**src/rtl/locr_pkg.sv**
```systemverilog
// Constants for the lane output conditioning register slice
// Behaviour
// - Idle-auto bit 5 low lets bit 4 govern muting; high means automatic idle detect.
// - Manual idle: bit 4 low drives output, presence detect off; high mutes output.
// - Rate-auto bit 1 low uses bit 0 for rate range; high detects rate automatically.
// - Seven-bit swing code: 03h 600mV reset, 07h, 0Fh, 1Fh; 3Fh reserved.
// - De-emphasis bit 7 picks compatibility or enhanced type; bits 6:0 carry level.
// - De-emphasis byte 01h, E8h, 88h, 90h, A0h give 0 to -12 dB.
// - Global two-bit adjust scales all lanes: -25, -12.5, 0 (reset), +12.5 percent.
package locr_pkg;
	localparam logic [7:0] ADDR_IDLE_RATE = 8'h40;
	localparam logic [7:0] ADDR_SWING = 8'h42;
	localparam logic [7:0] ADDR_DEEMPH = 8'h43;
	localparam logic [7:0] ADDR_GLOBAL = 8'h47;
	localparam logic [7:0] RST_IDLE_RATE = 8'h00;
	localparam logic [7:0] RST_SWING = 8'h03;
	localparam logic [7:0] RST_DEEMPH = 8'h03;
	localparam logic [7:0] RST_GLOBAL = 8'h02;
	// Writable bit masks; reserved bits store nothing and read zero
	localparam logic [7:0] MASK_IDLE_RATE = 8'h33;
	localparam logic [7:0] MASK_SWING = 8'h7F;
	localparam logic [7:0] MASK_DEEMPH = 8'hFF;
	localparam logic [7:0] MASK_GLOBAL = 8'h03;
	localparam int BIT_IDLE_AUTO = 5;
	localparam int BIT_IDLE_SEL = 4;
	localparam int BIT_RATE_AUTO = 1;
	localparam int BIT_RATE_SEL = 0;
	localparam int BIT_DEEMPH_TYPE = 7;
	localparam logic [6:0] SWING_RESERVED = 7'h3F;
	typedef enum logic [2:0] {
		LOCR_SWING_600,
		LOCR_SWING_800,
		LOCR_SWING_1000,
		LOCR_SWING_1200,
		LOCR_SWING_OTHER
	} locr_swing_type;
	typedef enum logic [2:0] {
		LOCR_DE_0DB,
		LOCR_DE_3P5DB,
		LOCR_DE_6DB,
		LOCR_DE_9DB,
		LOCR_DE_12DB,
		LOCR_DE_OTHER
	} locr_deemph_type;
endpackage

```
**src/rtl/locr_regs.sv**
```systemverilog
// Register slice for the port B second lane output conditioning
`timescale 1ns/10ps
module locr_regs
(
	// Clock and reset
	input wire logic clk,
	input wire logic resetn,
	// Management register port
	input wire logic [7:0] reg_addr,
	input wire logic reg_write,
	input wire logic [7:0] reg_wdata,
	input wire logic reg_read,
	output logic [7:0] reg_rdata,
	// Lane controls
	output logic idle_auto,
	output logic output_muted,
	output logic signal_presence_detect_en,
	output logic rate_auto,
	output logic rate_high,
	output logic [6:0] output_swing_level,
	output logic output_swing_reserved,
	output logic deemphasis_enhanced,
	output logic [6:0] deemphasis_level,
	output logic [7:0] deemphasis_setting,
	output logic [1:0] global_swing_adjust
);
	typedef struct packed {
		logic [7:0] idle_rate;
		logic [7:0] swing;
		logic [7:0] deemph;
		logic [7:0] glob;
		logic [7:0] rdata;
		logic idle_auto;
		logic muted;
		logic sd_en;
		logic rate_auto;
		logic rate_high;
		logic swing_rsv;
	} locr_state_type;

	locr_state_type state_reg;
	locr_state_type state_next;

	function automatic logic [7:0] locr_merge(input logic [7:0] mask, input logic [7:0] data);
		locr_merge = data & mask;
	endfunction

	// Only four addresses are backed by storage; the rest of the map reads zero
	function automatic logic locr_mapped(input logic [7:0] addr);
		case (addr)
			locr_pkg::ADDR_IDLE_RATE,
			locr_pkg::ADDR_SWING,
			locr_pkg::ADDR_DEEMPH,
			locr_pkg::ADDR_GLOBAL: locr_mapped = 1'b1;
			default: locr_mapped = 1'b0;
		endcase
	endfunction

	always_comb
	begin
		state_next = state_reg;
		if (reg_write)
		begin
			case (reg_addr)
				locr_pkg::ADDR_IDLE_RATE: state_next.idle_rate = locr_merge(locr_pkg::MASK_IDLE_RATE, reg_wdata);
				locr_pkg::ADDR_SWING: state_next.swing = locr_merge(locr_pkg::MASK_SWING, reg_wdata);
				locr_pkg::ADDR_DEEMPH: state_next.deemph = locr_merge(locr_pkg::MASK_DEEMPH, reg_wdata);
				locr_pkg::ADDR_GLOBAL: state_next.glob = locr_merge(locr_pkg::MASK_GLOBAL, reg_wdata);
				default: state_next.glob = state_reg.glob;
			endcase
		end
		// Read data is registered; unmapped addresses answer zero
		if (reg_read)
		begin
			case (reg_addr)
				locr_pkg::ADDR_IDLE_RATE: state_next.rdata = state_reg.idle_rate;
				locr_pkg::ADDR_SWING: state_next.rdata = state_reg.swing;
				locr_pkg::ADDR_DEEMPH: state_next.rdata = state_reg.deemph;
				locr_pkg::ADDR_GLOBAL: state_next.rdata = state_reg.glob;
				default: state_next.rdata = 8'h00;
			endcase
		end
		// Decoded controls follow the stored values one cycle later
		state_next.idle_auto = state_reg.idle_rate[locr_pkg::BIT_IDLE_AUTO];
		// Under automatic idle the analog detector owns muting, so no forced mute here
		state_next.muted = !state_reg.idle_rate[locr_pkg::BIT_IDLE_AUTO]
			&& state_reg.idle_rate[locr_pkg::BIT_IDLE_SEL];
		state_next.sd_en = state_reg.idle_rate[locr_pkg::BIT_IDLE_AUTO];
		state_next.rate_auto = state_reg.idle_rate[locr_pkg::BIT_RATE_AUTO];
		state_next.rate_high = state_reg.idle_rate[locr_pkg::BIT_RATE_SEL];
		state_next.swing_rsv = state_reg.swing[6:0] == locr_pkg::SWING_RESERVED;
	end

	always_ff @(posedge clk or negedge resetn)
	begin
		if (!resetn)
		begin
			// Decoded bits start low so the lane wakes driving at the low rate range
			state_reg <= '{
				idle_rate: locr_pkg::RST_IDLE_RATE,
				swing: locr_pkg::RST_SWING,
				deemph: locr_pkg::RST_DEEMPH,
				glob: locr_pkg::RST_GLOBAL,
				rdata: 8'h00,
				idle_auto: 1'b0,
				muted: 1'b0,
				sd_en: 1'b0,
				rate_auto: 1'b0,
				rate_high: 1'b0,
				swing_rsv: 1'b0
			};
		end
		else
		begin
			state_reg <= state_next;
		end
	end

	assign reg_rdata = state_reg.rdata;
	assign idle_auto = state_reg.idle_auto;
	assign output_muted = state_reg.muted;
	assign signal_presence_detect_en = state_reg.sd_en;
	assign rate_auto = state_reg.rate_auto;
	assign rate_high = state_reg.rate_high;
	assign output_swing_level = state_reg.swing[6:0];
	assign output_swing_reserved = state_reg.swing_rsv;
	assign deemphasis_enhanced = state_reg.deemph[locr_pkg::BIT_DEEMPH_TYPE];
	assign deemphasis_level = state_reg.deemph[6:0];
	assign deemphasis_setting = state_reg.deemph;
	assign global_swing_adjust = state_reg.glob[1:0];


	// Idle and rate decode lag a write by two cycles
	a_manual_mute: assert property (@(posedge clk) disable iff (!resetn)
		reg_write && reg_addr == locr_pkg::ADDR_IDLE_RATE && !reg_wdata[locr_pkg::BIT_IDLE_AUTO]
		&& reg_wdata[locr_pkg::BIT_IDLE_SEL] |-> ##2 output_muted)
		else $error("manual mute not applied");
	a_manual_drive: assert property (@(posedge clk) disable iff (!resetn)
		reg_write && reg_addr == locr_pkg::ADDR_IDLE_RATE && !reg_wdata[locr_pkg::BIT_IDLE_AUTO]
		&& !reg_wdata[locr_pkg::BIT_IDLE_SEL] |-> ##2 !output_muted && !signal_presence_detect_en)
		else $error("manual drive not applied");
	a_auto_idle: assert property (@(posedge clk) disable iff (!resetn)
		reg_write && reg_addr == locr_pkg::ADDR_IDLE_RATE && reg_wdata[locr_pkg::BIT_IDLE_AUTO]
		|-> ##2 idle_auto && !output_muted)
		else $error("auto idle not honoured");
	a_presence_auto: assert property (@(posedge clk) disable iff (!resetn)
		reg_write && reg_addr == locr_pkg::ADDR_IDLE_RATE && reg_wdata[locr_pkg::BIT_IDLE_AUTO]
		|-> ##2 signal_presence_detect_en)
		else $error("presence detect not enabled");
	a_rate_select: assert property (@(posedge clk) disable iff (!resetn)
		reg_write && reg_addr == locr_pkg::ADDR_IDLE_RATE
		|-> ##2 rate_high == $past(reg_wdata[locr_pkg::BIT_RATE_SEL], 2)
		&& rate_auto == $past(reg_wdata[locr_pkg::BIT_RATE_AUTO], 2)) else $error("rate controls wrong");

	// Stored fields follow a write one cycle later
	a_swing_write: assert property (@(posedge clk) disable iff (!resetn)
		reg_write && reg_addr == locr_pkg::ADDR_SWING
		|=> output_swing_level == $past(reg_wdata[6:0]))
		else $error("swing not stored");
	a_swing_read: assert property (@(posedge clk) disable iff (!resetn)
		reg_read && !reg_write && reg_addr == locr_pkg::ADDR_SWING
		|=> reg_rdata == {1'b0, output_swing_level})
		else $error("swing read wrong");
	a_deemph_type: assert property (@(posedge clk) disable iff (!resetn)
		reg_write && reg_addr == locr_pkg::ADDR_DEEMPH
		|=> deemphasis_enhanced == $past(reg_wdata[locr_pkg::BIT_DEEMPH_TYPE]))
		else $error("type bit not stored");
	a_deemph_level: assert property (@(posedge clk) disable iff (!resetn)
		reg_write && reg_addr == locr_pkg::ADDR_DEEMPH
		|=> deemphasis_level == $past(reg_wdata[6:0]))
		else $error("level not stored");
	a_deemph_write: assert property (@(posedge clk) disable iff (!resetn)
		reg_write && reg_addr == locr_pkg::ADDR_DEEMPH
		|=> deemphasis_setting == $past(reg_wdata))
		else $error("de-emphasis not stored");
	a_global_write: assert property (@(posedge clk) disable iff (!resetn)
		reg_write && reg_addr == locr_pkg::ADDR_GLOBAL
		|=> global_swing_adjust == $past(reg_wdata[1:0]))
		else $error("global adjust not stored");
	a_global_read: assert property (@(posedge clk) disable iff (!resetn)
		reg_read && !reg_write && reg_addr == locr_pkg::ADDR_GLOBAL
		|=> reg_rdata == {6'h00, global_swing_adjust})
		else $error("global read wrong");

	// Reserved code is flagged, never refused
	a_swing_rsv: assert property (@(posedge clk) disable iff (!resetn)
		reg_write && reg_addr == locr_pkg::ADDR_SWING && reg_wdata[6:0] == locr_pkg::SWING_RESERVED
		|-> ##2 output_swing_reserved)
		else $error("reserved code not flagged");
	a_swing_legal: assert property (@(posedge clk) disable iff (!resetn)
		reg_write && reg_addr == locr_pkg::ADDR_SWING && reg_wdata[6:0] != locr_pkg::SWING_RESERVED
		|-> ##2 !output_swing_reserved)
		else $error("legal code flagged");
	a_reserved_zero: assert property (@(posedge clk) disable iff (!resetn)
		reg_read && reg_addr == locr_pkg::ADDR_IDLE_RATE
		|=> (reg_rdata & ~locr_pkg::MASK_IDLE_RATE) == 8'h00)
		else $error("reserved bits read back");

	// Holes in the map and idle cycles
	a_unmapped_read: assert property (@(posedge clk) disable iff (!resetn)
		reg_read && !locr_mapped(reg_addr)
		|=> reg_rdata == 8'h00)
		else $error("unmapped read not zero");
	a_unmapped_write: assert property (@(posedge clk) disable iff (!resetn)
		reg_write && !locr_mapped(reg_addr)
		|=> $stable(output_swing_level) && $stable(deemphasis_setting) && $stable(global_swing_adjust))
		else $error("unmapped write disturbed storage");
	a_rdata_hold: assert property (@(posedge clk) disable iff (!resetn)
		!reg_read
		|=> $stable(reg_rdata))
		else $error("read data not held");
endmodule

```
**config.mk**
```make
export PLATFORM = sky130hd
export DESIGN_NAME = locr_regs
export DESIGN_NICKNAME = d
export VERILOG_FILES = /design/src/rtl/locr_pkg.sv /design/src/rtl/locr_regs.sv
export SDC_FILE = /design/constraint.sdc
export NUM_CORES = 1
export LEC_CHECK = 0
export BUFFER_PORTS_ARGS = -buffer_cell sky130_fd_sc_hd__buf_4
export CORE_MARGIN = 3
export CORE_UTILIZATION = 45
export CTS_CLUSTER_SIZE = 10
export DETAILED_ROUTE_END_ITERATION = 12
export PLACE_DENSITY = 0.75
export SYNTH_ARGS = -nofsm -noshare
export SYNTH_HDL_FRONTEND = slang
export SYNTH_SLANG_ARGS = --single-unit
```
**constraint.sdc**
```tcl
create_clock -name clk -period 1 [get_ports clk]
set_clock_uncertainty 0.1 [all_clocks]
set_input_delay 0.05 -clock clk [delete_from_list [all_inputs] [get_ports clk]]
set_output_delay 0.05 -clock clk [all_outputs]
set_load 0.02 [all_outputs]
```
==> metrics.txt <==
port buffer count 58; final hold violation count 0; fin crit share 1.53; Final setup viols 53; #FFs+latches synth 34; violated checks negative setup slack; WL/cell 17.3 um; CP Cell Sequence buf_6 -> or4b_4 -> or4_4 -> mux2_4; sequential share of the synthesized area 0.489; endpoint class of the critical path flip-flop; crit path max fanout 7; WP data required 1.07 ns; Placer Congestion 0.840; Antenna diodes 0; GRT Util Overall 0.210; Synth Instances 141; Area Overhead vs Synth 56.2%; Clock transition at path regs 0.06 ns; Syn Nets 161; vias per cell 5.09; Final WS setup -0.534 ns; initial antenna violation count 0; largest cells by area after synthesis dfrtp_1 (41%), buf_4 (14%), mux2_2 (9.0%); die area 4680 um^2; final WL 4570 um; outcome finished, violations left; number of global-route vias before repair 1390; RSZ-0062 raised after global routing yes; nets 236; Worst Max-Slew Pin Slew 0.422 ns; Core ar. 3720 um^2; fin crit period 1.53 ns; Arr. time, crit path 1.60 ns; min-delay worst type input port to flip-flop; Vias 1348; commonest non-fill, non-tap cell in the layout buf_6; hold_ws 0.0556 ns; Yosys cell types 33; area leader, netlist dfrtp_1; Initial Util 0.472; slowest stage delay, CP 0.58 ns; slowest CP cell or4b_4; Warnings, synthesis 0; fmax 0.652 GHz; Syn Area/Cell 12.4 um^2; ratio of cells with drive above 1 in the final layout 0.682; fin cells 265; post-synth top area share 0.414; clock root cell clkbuf_8; CP Buf/Inv Count 1; DRT Pass-1 Iters 4; cts bufs inserted 5; Startpoint Class input port; Cell Rows 22; ANT nets after route 0; family with the most delay on the worst path simple AND/OR/NAND/NOR gates; IO Count 59; most frequent cells in the layout buf_6 (52), buf_4 (46), dfrtp_1 (26); Final Max Slew Viols 0; largest net degree at the start of global routing 35; CTS Sinks 34; Pwr Total 3.11 mW; H-tree depth 2; clk buf depth 2; kind of critical path input port to flip-flop; CTS tree built; clk_lat worst skew 0.29 ns; Synth Cell Area 1750 um^2; die width 68.4 um; Final HPWL DP 2880 um; leakage power 1.36 nW; number of DRC markers in iteration 0 70; first-pass GRT wire length 6990 um; Worst slew margin 0.719; Max-Cap Viols 0; DRC violations left 0; Max VDD drop 1100 uV; chip height 68.4 um; Placed Cells 235; PD cells 1140 nW/um^2; total gr overflow 0
## cell usage after synthesis
| cell | count |
|---|---|
| nand2_1 | 2 |
| mux2_2 | 14 |
| nor3b_1 | 2 |
| clkbuf_1 | 3 |
| or3_1 | 1 |
| or4b_1 | 1 |
| nand4b_1 | 1 |
| o2bb2ai_1 | 3 |
| buf_6 | 1 |
| dfrtp_1 | 29 |
| and2_1 | 1 |
| nor4_2 | 1 |
| nor4b_1 | 1 |
| a311o_1 | 1 |
| dfstp_2 | 5 |
| mux2i_1 | 9 |
| nor4_1 | 1 |
| buf_4 | 33 |
| a221o_1 | 2 |
| clkinv_1 | 1 |
| or4b_2 | 1 |
| a22o_1 | 1 |
| a31o_2 | 1 |
| or3b_2 | 1 |
| o32ai_1 | 1 |
| inv_1 | 3 |
| nor2_1 | 3 |
| or4_4 | 1 |
| buf_2 | 2 |
| nand3_1 | 2 |
| nor2b_1 | 2 |
| nor3_1 | 4 |
| mux2_4 | 7 |
## worst reg2reg max path, delay by kind of cell, from the launching register on
kind,cells,cell delay [ns]
AND/OR/NAND/NOR,1,0.09
AO/OA/AOI/OAI,1,0.30
multiplexers,1,0.21
flip-flops,1,0.39
## metal layers
layer,global-route usage,vias up,share of wire
met5,0,-,0
met4,0.0918,0,0.027
met3,0.0460,9,0.037
met2,0.340,45,0.52
met1,0.269,680,0.42
li1,-,614,-
## logic make-up after synthesis
| group | Yosys count | share of synthesized area |
|---|---|---|
| buffers and inverters | 43 | 0.168 |
| flip-flops | 34 | 0.489 |
| multiplexers | 30 | 0.201 |
| AND/OR/NAND/NOR | 25 | 0.0942 |
| AO/OA/AOI/OAI | 9 | 0.0471 |
## worst paths after layout
check | startpoint | endpoint | slack, ns | cells after the start
max reg2reg | global_swing_adjust[0]$_DFFE_PN0P_ | reg_rdata[0]$_DFFE_PN0P_ | -0.21 | 3
min | reg_addr[5] | reg_rdata[6]$_DFFE_PN0P_ | 0.06 | 4
min in group asynchronous | resetn | state_reg[42]$_DFFE_PN0P_ | 0.14 | 2
min reg2reg | state_next[1]$_DFFE_PN0P_ | rate_high$_DFF_PN0_ | 0.39 | 1
max | reg_addr[5] | output_swing_level[4]$_DFFE_PN0P_ | -0.53 | 4
max in group asynchronous | resetn | deemphasis_setting[0]$_DFFE_PN1P_ | 0.32 | 2
## power breakdown
part           internal (mW)  leakage, nW  switching, mW
combinational          0.340        0.860          0.265
sequential              1.43        0.448         0.0440
clock                  0.555       0.0482          0.478
## through the flow
stage	cell area, um^2	worst slack, ns	TNS (ns)	util
5_1_grt	2740	-0.537	-15.01	0.737
2_1_floorplan	1780	-0.778	-15.81	-
3_3_place_gp	2180	-0.867	-18.53	0.587
4_1_cts	2640	-0.510	-11.72	0.710
6_report	2740	-0.534	-13.65	0.737
3_5_place_dp	2180	-0.891	-19.03	0.587
## timing repair
item / 4_1_cts / 5_1_grt
hold buffers: 9 / 0
setup endpoints to repair: 53 / 62
endpoints found under the hold margin: 55 / 0
pin swaps: 12 / 2
gates cloned: 0 / 0
resized for setup: 55 / 16
buffers inserted: 7 / 6
## final cells by class
cell class / count / area (um^2)
Clock buffer: 7 / 86.3
Clock inverter: 1 / 5.00
Multi-Input combinational cell: 64 / 689
Sequential cell: 34 / 861
Inverter: 4 / 15.0
Fill cell: 229 / 978
Timing Repair Buffer: 107 / 1020
Tap cell: 48 / 60.1
Power figures use the tool's default switching activity.
